### config.mk
export PLATFORM = sky130hd
export DESIGN_NAME = gpmc_top
export DESIGN_NICKNAME = d
export VERILOG_FILES = /design/src/core/gpmc_pkg.sv /design/src/core/gpmc_top.sv
export SDC_FILE = /design/constraint.sdc
export NUM_CORES = 1
export LEC_CHECK = 0
export ABC_AREA = 1
export BUFFER_PORTS_ARGS = -buffer_cell sky130_fd_sc_hd__buf_2
export CORE_MARGIN = 4
export CORE_UTILIZATION = 35
export DETAILED_ROUTE_END_ITERATION = 10
export PLACE_DENSITY = 0.58
export SKIP_LAST_GASP = 1
export SLEW_MARGIN = 20
export SYNTH_ARGS = -nofsm -noshare
export SYNTH_HDL_FRONTEND = slang
export SYNTH_SLANG_ARGS = --single-unit
export TNS_END_PERCENT = 5
### constraint.sdc
create_clock -name clock -period 2.1 [get_ports clock]
set_input_delay 0.21 -clock clock [delete_from_list [all_inputs] [get_ports clock]]
set_output_delay 0.21 -clock clock [all_outputs]
set_load 0.02 [all_outputs]
### src/core/gpmc_pkg.sv
package gpmc_pkg;

	// ==================================================
	// register map
	localparam logic [7:0] GPMC_ADDR_OUT_DIR = 8'h40;
	localparam logic [7:0] GPMC_ADDR_IN_LVL = 8'h41;
	localparam logic [7:0] GPMC_ADDR_MODE = 8'h70;

	// port_output_direction fields: data in low bits, direction above
	localparam int GPMC_OUT_DATA_LSB = 0;
	localparam int GPMC_OUT_DIR_LSB = 4;
	localparam logic [7:0] GPMC_OUT_DIR_RESET = 8'h30;

	// pin_and_pump_mode fields
	localparam int GPMC_MODE_REF_OUT = 0;
	localparam int GPMC_MODE_REF_IN = 1;
	localparam int GPMC_MODE_PUMP_OFF = 2;
	localparam int GPMC_MODE_PUMP_ON = 3;
	localparam logic [7:0] GPMC_MODE_RESET = 8'h00;
	localparam logic [7:0] GPMC_MODE_MASK = 8'h0f;

	// ==================================================
	// timing
	localparam int GPMC_CLK_PERIOD_NS = 40;
	localparam int GPMC_CLK_HZ = 25000000;
	localparam int GPMC_OSC_HZ = 4000000;
	localparam int GPMC_FUSE_TIME_US = 800;
	localparam int GPMC_STARTUP_TIME_US = 450;
	// longest times round down to whole cycles
	localparam int GPMC_FUSE_CYC = GPMC_FUSE_TIME_US * 1000 /
		GPMC_CLK_PERIOD_NS;
	localparam int GPMC_STARTUP_CYC = GPMC_STARTUP_TIME_US * 1000 /
		GPMC_CLK_PERIOD_NS;
	localparam int GPMC_OSC_STEP = GPMC_OSC_HZ / 1000000;
	localparam int GPMC_OSC_MOD = GPMC_CLK_HZ / 1000000;

	// ==================================================
	// types
	typedef enum logic [1:0] {
		GPMC_FUSE_LOAD,
		GPMC_SLEEP,
		GPMC_STARTUP,
		GPMC_ACTIVE
	} gpmc_state_t;

	typedef struct packed {
		logic [1:0] out;
		logic [1:0] oe;
		logic [1:0] in_en;
	} gpmc_pin_drive_t;

	typedef struct packed {
		logic ref_out;
		logic ref_in;
		logic pump_en;
		logic pump_bypass;
	} gpmc_analog_t;

endpackage

### src/core/gpmc_top.sv
`timescale 1ns/100ps
// What this block does
// - one direction bit per pin at 0x40
// - direction one enables input and output buffers
// - direction zero: input only, driver off
// - direction bits reset to one
// - read-only live pin levels at 0x41
// - input levels returned directly, no filtering
// - input buffer stays on while driving
// - drive low data bits; data resets zero
// - reference select bits bypass pin digital function
// - all four reference pin combinations supported
// - pump force off: pump disabled, supply through
// - pump force on wins over force off
// - 4 MHz master tick, divided for blocks
// - reset: run oscillator, load fuses, then sleep
// - reset to sleep within 800us
// - addressed bus traffic wakes oscillator from sleep
// - oscillator start-up done within 450us
// - no conversion start during start-up window
// - low address bits from pin levels
module gpmc_top
	import gpmc_pkg::*;
#(
	parameter int FUSE_CYC = GPMC_FUSE_CYC,
	parameter int STARTUP_CYC = GPMC_STARTUP_CYC,
	parameter int SUB_DIV = 4,
	parameter int PINS = 2
) (
	// clock and reset
	input wire logic clock,
	input wire logic rst,
	// register access from the serial-bus engine
	input wire logic [7:0] reg_addr,
	input wire logic reg_wr,
	input wire logic reg_rd,
	input wire logic [7:0] reg_wdata,
	output logic [7:0] reg_rdata,
	output logic reg_rvalid,
	// port pins
	input wire logic [PINS-1:0] pin_in,
	output logic [PINS-1:0] pin_out,
	output logic [PINS-1:0] pin_oe,
	output logic [PINS-1:0] pin_in_en,
	// analog and pump controls
	output logic reference_output_select,
	output logic reference_input_select,
	input wire logic pump_auto_req,
	output logic pump_enable,
	output logic pump_bypass,
	// fuse loading
	input wire logic [4:0] fuse_addr_hi,
	input wire logic fuse_done,
	output logic fuse_load_req,
	output logic [6:0] bus_address,
	// wake, sleep and conversion gating
	input wire logic bus_addr_match,
	input wire logic sleep_req,
	input wire logic conv_req,
	output logic conv_start,
	output logic osc_running,
	output logic osc_tick,
	output logic sub_tick,
	output logic startup_busy
);

	// ==================================================
	// elaboration checks
	if (PINS != 2) begin : g_bad_pins
		$error("gpmc_top serves exactly two pins");
	end
	if (FUSE_CYC < 1 || FUSE_CYC > 32767 || STARTUP_CYC < 1 ||
		STARTUP_CYC > 32767 || SUB_DIV < 1 || SUB_DIV > 255) begin : g_bad
		$error("gpmc_top count parameter out of range");
	end

	// ==================================================
	// registers
	logic [7:0] out_dir_reg, out_dir_next, mode_reg, mode_next;
	logic [7:0] rdata_reg, rdata_next;
	logic rvalid_reg, rvalid_next;
	logic [PINS-1:0] dir, dout, ref_sel;

	always_comb begin
		out_dir_next = out_dir_reg;
		mode_next = mode_reg;
		rdata_next = rdata_reg;
		rvalid_next = reg_rd;
		if (reg_wr && reg_addr == GPMC_ADDR_OUT_DIR) begin
			out_dir_next = reg_wdata;
		end
		// writes to the input level address are dropped
		if (reg_wr && reg_addr == GPMC_ADDR_MODE) begin
			mode_next = reg_wdata & GPMC_MODE_MASK;
		end
		if (reg_rd) begin
			unique case (reg_addr)
				GPMC_ADDR_OUT_DIR: rdata_next = out_dir_reg;
				// raw pin levels, unfiltered by design
				GPMC_ADDR_IN_LVL: rdata_next = {6'h00, pin_in};
				GPMC_ADDR_MODE: rdata_next = mode_reg;
				default: rdata_next = 8'h00;
			endcase
		end
	end

	always_ff @(posedge clock or posedge rst) begin
		if (rst) begin
			out_dir_reg <= GPMC_OUT_DIR_RESET;
			mode_reg <= GPMC_MODE_RESET;
			rdata_reg <= 8'h00;
			rvalid_reg <= 1'b0;
		end else begin
			out_dir_reg <= out_dir_next;
			mode_reg <= mode_next;
			rdata_reg <= rdata_next;
			rvalid_reg <= rvalid_next;
		end
	end

	assign reg_rdata = rdata_reg;
	assign reg_rvalid = rvalid_reg;
	assign dir = out_dir_reg[GPMC_OUT_DIR_LSB +: PINS];
	assign dout = out_dir_reg[GPMC_OUT_DATA_LSB +: PINS];
	// pin zero carries reference out, pin one reference in
	assign ref_sel = {mode_reg[GPMC_MODE_REF_IN],
		mode_reg[GPMC_MODE_REF_OUT]};

	// ==================================================
	// pin drive, one slice per pin
	gpmc_pin_drive_t drv;
	gpmc_analog_t ana;

	for (genvar i = 0; i < PINS; i++) begin : g_pin
		// the input buffer stays on while driving so readback is real
		assign drv.in_en[i] = ~ref_sel[i];
		assign drv.oe[i] = dir[i] & ~ref_sel[i];
		assign drv.out[i] = dout[i] & drv.oe[i];
	end

	assign pin_out = drv.out;
	assign pin_oe = drv.oe;
	assign pin_in_en = drv.in_en;

	// ==================================================
	// reference and pump
	always_comb begin
		ana.ref_out = ref_sel[0];
		ana.ref_in = ref_sel[1];
		ana.pump_en = mode_reg[GPMC_MODE_PUMP_ON] |
			(~mode_reg[GPMC_MODE_PUMP_OFF] & pump_auto_req);
		ana.pump_bypass = ~ana.pump_en;
	end

	assign reference_output_select = ana.ref_out;
	assign reference_input_select = ana.ref_in;
	assign pump_enable = ana.pump_en;
	assign pump_bypass = ana.pump_bypass;

	// ==================================================
	// oscillator sequencing
	gpmc_state_t state_reg, state_next;
	logic [14:0] timer_reg, timer_next;
	logic [6:0] addr_reg, addr_next;

	always_comb begin
		state_next = state_reg;
		timer_next = timer_reg + 15'h0001;
		addr_next = addr_reg;
		unique case (state_reg)
			GPMC_FUSE_LOAD: begin
				// hard bound so the sleep entry is never late
				if (fuse_done || timer_reg == 15'(FUSE_CYC - 1)) begin
					state_next = GPMC_SLEEP;
					addr_next = {fuse_addr_hi, pin_in};
					timer_next = 15'h0000;
				end
			end
			GPMC_SLEEP: begin
				timer_next = 15'h0000;
				if (bus_addr_match) begin
					state_next = GPMC_STARTUP;
				end
			end
			GPMC_STARTUP: begin
				if (timer_reg == 15'(STARTUP_CYC - 1)) begin
					state_next = GPMC_ACTIVE;
					timer_next = 15'h0000;
				end
			end
			GPMC_ACTIVE: begin
				timer_next = 15'h0000;
				if (sleep_req) begin
					state_next = GPMC_SLEEP;
				end
			end
		endcase
	end

	always_ff @(posedge clock or posedge rst) begin
		if (rst) begin
			state_reg <= GPMC_FUSE_LOAD;
			timer_reg <= 15'h0000;
			addr_reg <= 7'h00;
		end else begin
			state_reg <= state_next;
			timer_reg <= timer_next;
			addr_reg <= addr_next;
		end
	end

	assign bus_address = addr_reg;
	assign fuse_load_req = (state_reg == GPMC_FUSE_LOAD);
	assign osc_running = (state_reg != GPMC_SLEEP);
	assign startup_busy = (state_reg == GPMC_STARTUP);
	assign conv_start = conv_req & (state_reg == GPMC_ACTIVE);

	// ==================================================
	// master tick: 4 of every 25 cycles, then a divided tick
	logic [4:0] acc_reg, acc_next;
	logic [7:0] div_reg, div_next;
	logic tick_reg, tick_next, sub_reg, sub_next;

	always_comb begin
		acc_next = acc_reg;
		div_next = div_reg;
		tick_next = 1'b0;
		sub_next = 1'b0;
		// fractional step keeps the average rate exact
		if (osc_running) begin
			if (acc_reg + 5'(GPMC_OSC_STEP) >= 5'(GPMC_OSC_MOD)) begin
				acc_next = acc_reg + 5'(GPMC_OSC_STEP) -
					5'(GPMC_OSC_MOD);
				tick_next = 1'b1;
			end else begin
				acc_next = acc_reg + 5'(GPMC_OSC_STEP);
			end
			if (tick_next) begin
				if (div_reg == 8'(SUB_DIV - 1)) begin
					div_next = 8'h00;
					sub_next = 1'b1;
				end else begin
					div_next = div_reg + 8'h01;
				end
			end
		end
	end

	always_ff @(posedge clock or posedge rst) begin
		if (rst) begin
			acc_reg <= 5'h00;
			div_reg <= 8'h00;
			tick_reg <= 1'b0;
			sub_reg <= 1'b0;
		end else begin
			acc_reg <= acc_next;
			div_reg <= div_next;
			tick_reg <= tick_next;
			sub_reg <= sub_next;
		end
	end

	assign osc_tick = tick_reg;
	assign sub_tick = sub_reg;

	// ==================================================
	// checks
	property p_dir_drive;
		@(posedge clock) disable iff (rst)
		(dir[0] && !ref_sel[0]) |-> (pin_oe[0] && pin_in_en[0]);
	endproperty
	a_dir_drive: assert property (p_dir_drive)
		else $error("pin zero not driving with direction set");
	property p_dir_input;
		@(posedge clock) disable iff (rst)
		!dir[1] |-> (!pin_oe[1] && !pin_out[1]);
	endproperty
	a_dir_input: assert property (p_dir_input)
		else $error("pin one driving while input only");
	property p_reset_dir;
		@(posedge clock) $fell(rst) |-> (pin_oe == 2'h3 && pin_out == 2'h0);
	endproperty
	a_reset_dir: assert property (p_reset_dir)
		else $error("pins not in driven-low mode after reset");
	property p_in_read;
		@(posedge clock) disable iff (rst)
		(reg_rd && reg_addr == GPMC_ADDR_IN_LVL) |=>
			(reg_rvalid && reg_rdata == {6'h00, $past(pin_in)});
	endproperty
	a_in_read: assert property (p_in_read)
		else $error("input level read does not match pins");
	property p_out_data;
		@(posedge clock) disable iff (rst)
		(reg_wr && reg_addr == GPMC_ADDR_OUT_DIR &&
			reg_wdata[5:4] == 2'h3 && mode_reg[1:0] == 2'h0 &&
			!(reg_wr && reg_addr == GPMC_ADDR_MODE)) |=>
			pin_out == $past(reg_wdata[1:0]);
	endproperty
	a_out_data: assert property (p_out_data)
		else $error("pin data does not follow written value");
	property p_ref_off;
		@(posedge clock) disable iff (rst)
		reference_input_select |-> (!pin_oe[1] && !pin_in_en[1]);
	endproperty
	a_ref_off: assert property (p_ref_off)
		else $error("reference pin still driven digitally");
	property p_pump_on;
		@(posedge clock) disable iff (rst)
		mode_reg[GPMC_MODE_PUMP_ON] |-> (pump_enable && !pump_bypass);
	endproperty
	a_pump_on: assert property (p_pump_on)
		else $error("pump force on not honoured");
	property p_pump_off;
		@(posedge clock) disable iff (rst)
		(mode_reg[GPMC_MODE_PUMP_OFF] && !mode_reg[GPMC_MODE_PUMP_ON])
			|-> (pump_bypass && !pump_enable);
	endproperty
	a_pump_off: assert property (p_pump_off)
		else $error("pump force off not honoured");
	property p_fuse_bound;
		@(posedge clock) disable iff (rst)
		fuse_load_req |-> timer_reg < 15'(FUSE_CYC);
	endproperty
	a_fuse_bound: assert property (p_fuse_bound)
		else $error("fuse load overran its window");

	property p_wake;
		@(posedge clock) disable iff (rst)
		(!osc_running && bus_addr_match) |=> (osc_running && startup_busy);
	endproperty
	a_wake: assert property (p_wake)
		else $error("oscillator did not wake on addressed traffic");

	property p_startup_bound;
		@(posedge clock) disable iff (rst)
		startup_busy |-> timer_reg < 15'(STARTUP_CYC);
	endproperty
	a_startup_bound: assert property (p_startup_bound)
		else $error("start-up window overran");

	property p_no_conv;
		@(posedge clock) disable iff (rst)
		(startup_busy || !osc_running) |-> !conv_start;
	endproperty
	a_no_conv: assert property (p_no_conv)
		else $error("conversion started while oscillator not ready");

	property p_tick_gap;
		@(posedge clock) disable iff (rst)
		osc_tick |=> !osc_tick;
	endproperty
	a_tick_gap: assert property (p_tick_gap)
		else $error("master tick faster than divided rate");

	c_wake: cover property (@(posedge clock) disable iff (rst)
		startup_busy ##1 !startup_busy && osc_running);
	c_both_ref: cover property (@(posedge clock) disable iff (rst)
		reference_output_select && reference_input_select);
	c_conv: cover property (@(posedge clock) disable iff (rst) conv_start);
	c_sleep: cover property (@(posedge clock) disable iff (rst)
		$fell(osc_running));

endmodule

==> reports/qor.yml, run 1 <==
status:
  status: "complete, no violations"
clocking:
  cts_sinks: 60
  htreeDepth: 3
  post_cts_buffers: 0
  cts_buffers: 9
  cts-root-buf: "clkbuf_8"
  clk_pin_slew_worst_paths_ns: 0.07
  cts_buffer_depth: 2
  clock_latency_ns: 0.34
  cts_hold_buf: 1
  tritoncts: "done"
  cts_resized: 0
drt:
  drc: 0
  viasPerCell: 4.69
  drt_wl_total_mm: 7.00
  postRouteAntennaNets: 0
  drt_iter0_drc: 72
  drtPass1Iterations: 6
  vias: 2640
  wl_per_cell_um: 12.4
global_routing:
  grt_pass1_vias: 2592
  antenna_found_initial: 0
  grt_overflow: 0
  grt_max_degree: 40
  grt_pass1_wl_mm: 11.8
  grtUsageTotal_pct: 14.0
power:
  p_leak_uw: 0.00197
  power_uw: 4100
  power_density_mw_per_mm2: 1070
  peakVddDrop_uv: 511
setup_path:
  crit_top_cell: "inv_1"
  worstRegToRegCells: 9
  crit_path_end_kind: "register"
  critical_path_class: "reg2reg"
  reg2reg_from: "acc_reg[2]"
  crit_family: "simple AND/OR/NAND/NOR gates"
  critical_path.max_fanout: 16
  r2r_setup_slack_ns: 0.33
  arrival_ns: 1.99
  critPathLaunchType: "register"
  crit_buf_inv: 3
  crit_slowest_cell: "dfrtp_1"
  r2r-end: "div_reg[0]"
  worst_path_largest_cell_delay_ns: 0.39
  crit_chain: "inv_1, ha_1, inv_1, nand2_1, nand2_1, nand2_2, inv_1, o21ai_1, o21a_1"
  cp.required_ns: 2.32
sta:
  hold_viol_final: 0
  tightest_slew_ns: 0.517
  fin_worst_hold_slack_ns: 0.0938
  rsz0062_at_grt: "no"
  finClkSkew_ns: 0.00885
  tns_ns: 0
  finalSetupViolCount: 0
  period_share_pct: 84.3
  slew_viol_final: 0
  fmax_mhz: 565
  slew_headroom_pct: 65.5
  period_needed_ns: 1.77
finish:
  largest_register_ffs: 15
  finalNetCount: 494
  antenna-diode-count: 0
  area_delta_synth_final_pct: 20.5
  final_layout_size_suffix_gt1_share_pct: 22.2
worst_hold_path:
  worstHoldPathType: "in2reg"
  min_path_cells: 3
  holdPathEnd: "mode_reg[3]"
  hold_path_startpoint: "reg_wdata[3]"
placed_design:
  port_buffers: 63
  post-dp-hpwl_mm: 5.21
  place_congestion: 0.793
logic_synthesis:
  ys_warn_count: 0
  synth.cell_area_mm2: 0.00318
  postSynthAreaPerCell_um2: 8.36
  yosysUniqueCellTypes: 38
  ys_seq_elements: 60
  syn-num-nets: 424
  ys_seq_area_share_pct: 47.3
  netlist_instances: 380
die:
  pin_count: 64
  fp.dieW_um: 103
  core_region_area_mm2: 0.00876
  rows: 34
  die_h_um: 103
  dieArea_mm2: 0.0107
  initial_core_util_pct: 36.3
run:
  drv_cap: 0
-- through the flow --
stage | util (%) | instances | worst slack (ns) | cell area [um^2]
5_1_grt | 43.7 | 563 | 0.133 | 3830
2_1_floorplan | - | 380 | 0.409 | 3180
4_1_cts | 43.7 | 563 | 0.320 | 3830
3_3_place_gp | 41.0 | 546 | 0.441 | 3590
6_report | 43.7 | 563 | 0.330 | 3830
3_5_place_dp | 41.0 | 546 | 0.335 | 3590
-- layout make-up --
type                       instances  area [um^2]
inverter                          42          158
fill                             884         4930
sequential                        60         1500
clock buffer                      10          138
clock inverter                     6         87.6
tap                              108          135
multi-input combinational        271         1450
timing repair buffer              66          353
-- routing by layer --
metal,vias up,track usage (%),share of wire (%)
met3,10,3.96,5.2
li1,1344,-,-
met4,0,4.18,1.4
met5,-,0,0
met1,1213,18.4,45
met2,73,22.6,49
-- how the worst max path moves through the flow --
stage                          start         end  slack [ns]  depth (start not counted)
after global routing      acc_reg[2]  div_reg[0]        0.13                          9
after global placement    acc_reg[2]  div_reg[0]        0.44                          9
after detailed placement  acc_reg[2]  div_reg[0]        0.34                          9
after floorplan                  rst  acc_reg[0]        0.41                          1
after CTS                 acc_reg[2]  div_reg[0]        0.32                          9
final                     acc_reg[2]  div_reg[0]        0.33                          9
-- power by group --
part           internal, uW  switching [uW]
registers              1370             171
logic                   491             910
clock network           698             462
-- cell usage after synthesis (all sizes together) --
| library cell | count | share of area (%) |
|---|---|---|
| a21oi | 19 | 3.0 |
| a31oi | 1 | 0.20 |
| and2 | 1 | 0.20 |
| and3 | 2 | 0.39 |
| buf | 6 | 1.8 |
| clkbuf | 1 | 0.12 |
| clkinv | 1 | 0.12 |
| dfrtp | 58 | 46 |
| dfstp | 2 | 1.7 |
| ha | 12 | 4.7 |
| inv | 41 | 4.8 |
| nand2 | 114 | 14 |
| nand3 | 35 | 6.1 |
| nand3b | 2 | 0.59 |
| nand4 | 4 | 0.79 |
| nor2 | 34 | 4.4 |
| nor3 | 5 | 1.3 |
| nor4 | 1 | 0.39 |
| o21a | 1 | 0.24 |
| o21ai | 13 | 2.0 |
| o22ai | 1 | 0.20 |
| o31ai | 3 | 0.71 |
| or2 | 1 | 0.20 |
| xnor2 | 5 | 1.4 |
| xor2 | 17 | 4.7 |
-- logic make-up (layout without fill, tap and decap cells) --
kind of cell             Yosys count  count (layout)  share of synthesized area, %
flip-flops                        60              60                          47.3
XOR/XNOR                          22              22                          6.07
adder cells (fa/ha/maj)           12              12                          4.73
buffers and inverters             49             124                          6.89
AO/OA/AOI/OAI                     38              38                          6.38
AND/OR/NAND/NOR                  199             199                          28.6
-- worst register-to-register path: stages (launching register included) --
cell	delay (ns)
dfrtp_1	0.39
inv_1	0.08
ha_1	0.29
inv_1	0.07
nand2_1	0.07
nand2_1	0.14
nand2_2	0.21
inv_1	0.20
o21ai_1	0.09
o21a_1	0.11
-- layout by cell type (no fill, tap or decap), drive strengths merged --
cell type,synthesis,routed
inv,41,41
nor3,5,5
nor2,34,34
clkinvlp,0,3
bufinv,0,2
o21ai,13,13
clkinv,1,2
o22ai,1,1
o31ai,3,3
dlygate4sd3,0,1
buf,6,65
a21oi,19,19
ha,12,12
dfstp,2,2
xor2,17,17
nand3,35,35
o21a,1,1
nand3b,2,2
nand4,4,4
and3,2,2
xnor2,5,5
nand2,114,114
and2,1,1
or2,1,1
nor4,1,1
dfrtp,58,58
clkbuf,1,10
a31oi,1,1
Note: power is estimated with default switching activity, not from simulation.
==> run 2, diff against run 1 <==
--- a/config.mk
+++ b/config.mk
@@ -5,7 +5,7 @@
 export SDC_FILE = /design/constraint.sdc
 export NUM_CORES = 1
 export LEC_CHECK = 0
-export ABC_AREA = 1
+export ABC_AREA = 0
 export BUFFER_PORTS_ARGS = -buffer_cell sky130_fd_sc_hd__buf_2
 export CORE_MARGIN = 4
 export CORE_UTILIZATION = 35
==> constraint.sdc (replaced) <==
create_clock -name clock -period 1.7 [get_ports clock]
set_input_delay 0.17 -clock clock [delete_from_list [all_inputs] [get_ports clock]]
set_output_delay 0.17 -clock clock [all_outputs]
set_load 0.02 [all_outputs]
==> reports/qor.yml, run 2 <==
status:
  status: "finished, violations left"  # was complete, no violations
  violations: "negative setup slack"
finish:
  area_delta_synth_final_pct: 33.1  # was 20.5%
  fin_area_mm2: 0.00395  # was 0.00383 mm^2
  final_core_util_pct: 48.1  # was 43.7%
  final_common_cell: "buf_2"  # was nand2_1
  finalNetCount: 420  # was 494
  antenna-diode-count: 0  # unchanged
  final_layout_size_suffix_gt1_share_pct: 39.1  # was 22.2%
  largest_register_ffs: 15  # unchanged
  layout_common_cells: "buf_2, dfrtp_1, buf_4"  # was nand2_1, buf_2, dfrtp_1
  fin_cells: 486  # was 563
clocking:
  post_cts_buffers: 0  # unchanged
  cts-root-buf: "clkbuf_8"  # unchanged
  cts_sinks: 60  # unchanged
  clock_latency_ns: 0.34  # about the same
  clk_pin_slew_worst_paths_ns: 0.07  # about the same
  cts_buffer_depth: 2  # unchanged
  cts_buffers: 9  # unchanged
  htreeDepth: 3  # unchanged
  tritoncts: "done"  # unchanged
setup_path:
  arrival_ns: 1.98  # was 1.99 ns
  worstRegToRegCells: 4  # was 9
  cp.required_ns: 1.91  # was 2.32 ns
  critical_path.max_fanout: 3  # was 16
  crit_path_end_kind: "register"  # unchanged
  critPathLaunchType: "register"  # unchanged
  critical_path_class: "reg2reg"  # unchanged
sta:
  layout_setup_ws_ns: -0.0653  # was 0.330 ns
  period_needed_ns: 1.77  # about the same
  rsz0062_at_grt: "yes"  # was no
  tightest_slew_ns: 0.402  # was 0.517 ns
  finalSetupViolCount: 21  # was 0
  hold_viol_final: 0  # unchanged
  period_share_pct: 104  # was 84.3%
  tns_ns: -0.602  # was 0 ns
  slew_viol_final: 0  # unchanged
  finClkSkew_ns: 0.00722  # was 0.00885 ns
  fmax_mhz: 566  # was 565 MHz
  slew_headroom_pct: 73.2  # was 65.5%
logic_synthesis:
  ys_seq_area_share_pct: 50.6  # was 47.3%
  yosysUniqueCellTypes: 49  # was 38
  synth.cell_area_mm2: 0.00297  # was 0.00318 mm^2
  synth_top_area_cell: "dfrtp_1"  # unchanged
  synth_top_flop_cell: "dfrtp_1"  # unchanged
  ys_warn_count: 0  # unchanged
  postSynthAreaPerCell_um2: 11.1  # was 8.36 um^2
  netlist_instances: 267  # was 380
  synthArstFlopShare_pct: 100  # unchanged
  synth_top_area_share_pct: 48.9  # was 45.7%
  yosysMostFrequentCell: "dfrtp_1"  # was nand2_1
  syn-num-nets: 311  # was 424
  synth_edf_count: 0  # unchanged
  ys_seq_elements: 60  # unchanged
  synth_area_leaders: "dfrtp_1, mux2_2, ha_1"  # was dfrtp_1, nand2_1, nand3_1
  yosys-top-cells-count: "dfrtp_1, mux2_2, inv_1, nor2_1, nand3_1"  # was nand2_1, dfrtp_1, inv_1, nand3_1, nor2_1
die:
  dieArea_mm2: 0.0100  # was 0.0107 mm^2
  initial_core_util_pct: 36.2  # was 36.3%
  core_region_area_mm2: 0.00822  # was 0.00876 mm^2
  fp.dieW_um: 100  # was 103 um
  die_h_um: 100  # was 103 um
  pin_count: 64  # unchanged
  rows: 33  # was 34
drt:
  drc: 0  # unchanged
  wl_per_cell_um: 13.1  # was 12.4 um
  postRouteAntennaNets: 0  # unchanged
  vias: 2310  # was 2640
  drt_wl_total_mm: 6.35  # was 7.00 mm
  drtPass1Iterations: 4  # was 6
  drt_iter0_drc: 47  # was 72
  viasPerCell: 4.75  # was 4.69
global_routing:
  antenna_found_initial: 0  # unchanged
  grt_overflow: 0  # unchanged
  grt_pass1_wl_mm: 11.0  # was 11.8 mm
  grt_pass1_vias: 2362  # was 2592
  grt_max_degree: 31  # was 40
  grtUsageTotal_pct: 13.8  # was 14.0%
placed_design:
  dp.cells: 468  # was 546
  post-dp-hpwl_mm: 4.85  # was 5.21 mm
  dp_slack_ns: -0.0714  # was 0.335 ns
  place_congestion: 0.791  # was 0.793
  dpl_cell_area_mm2: 0.00369  # was 0.00359 mm^2
  port_buffers: 63  # unchanged
power:
  peakVddDrop_uv: 522  # was 511 uV
  p_leak_uw: 0.00196  # was 0.00197 uW
  power_density_mw_per_mm2: 1390  # was 1070 mW/mm^2
worst_hold_path:
  min_path_cells: 2  # was 3
  worstHoldPathType: "in2reg"  # unchanged
run:
  drv_cap: 0  # unchanged
## run 2: power breakdown
part           internal [uW]  total (uW)  leakage [uW]  switching, uW
Combinational           1020        2040       0.00104           1030
Clock                   1010        1560      0.000123            548
Sequential              1700        1880      0.000791            189
## run 2: final cells by class
cell class              instances  area (um^2)
flip-flops and latches         60         1500
well taps                     105          131
clock inverters                 5          100
clock buffers                  11          141
multi-input cells             182         1370
fillers                       761         4260
inverters                      21         78.8
repair buffers                102          626
## run 2: cells by family (layout without fill, tap and decap cells)
kind of cell	after synthesis	in the layout	synth area share [%]
mux	25	25	9.39
compound gates	36	36	8.68
buf+inv	25	139	3.29
simple gates	91	91	17.6
flops	60	60	50.6
xor+xnor	18	18	5.31
fa+ha+maj	12	12	5.05
## run 2: critical path: stages, from the launching register on
cell and delay, ns:
dfrtp_1 0.38, or3b_2 0.49, nor4_4 0.29, o211ai_1 0.16, mux2_1 0.33
## run 2: timing repair
action,in CTS,in global routing
hold buffers,2,0
endpoints found under the hold margin,59,0
pin swaps,0,0
resized for setup,0,0
setup endpoints to repair,22,32
## run 2: worst paths after layout
kind                                 start              to  slack (ns)
max in group asynchronous              rst  out_dir_reg[4]        0.92
setup reg to reg              timer_reg[5]    state_reg[1]       -0.07
hold / removal             fuse_addr_hi[0]  bus_address[2]        0.06
setup / recovery              timer_reg[5]    state_reg[1]       -0.07
min in group asynchronous              rst      div_reg[7]        0.46
hold reg to reg                 div_reg[7]      div_reg[7]        0.48
## run 2: per-layer routing
layer	wire (um)	track usage (%)
met1	3030	18.8
met4	133	6.53
met3	230	3.13
met5	0	0
met2	2960	21.0
## run 2: stage by stage
stage / total power (uW) / hold slack, ns
2_1_floorplan: 3150 / 0.201
3_3_place_gp: 3940 / 0.275
3_5_place_dp: 3970 / 0.284
4_1_cts: 5570 / 0.0465
5_1_grt: 5870 / 0.0381
6_report: 5480 / 0.0614
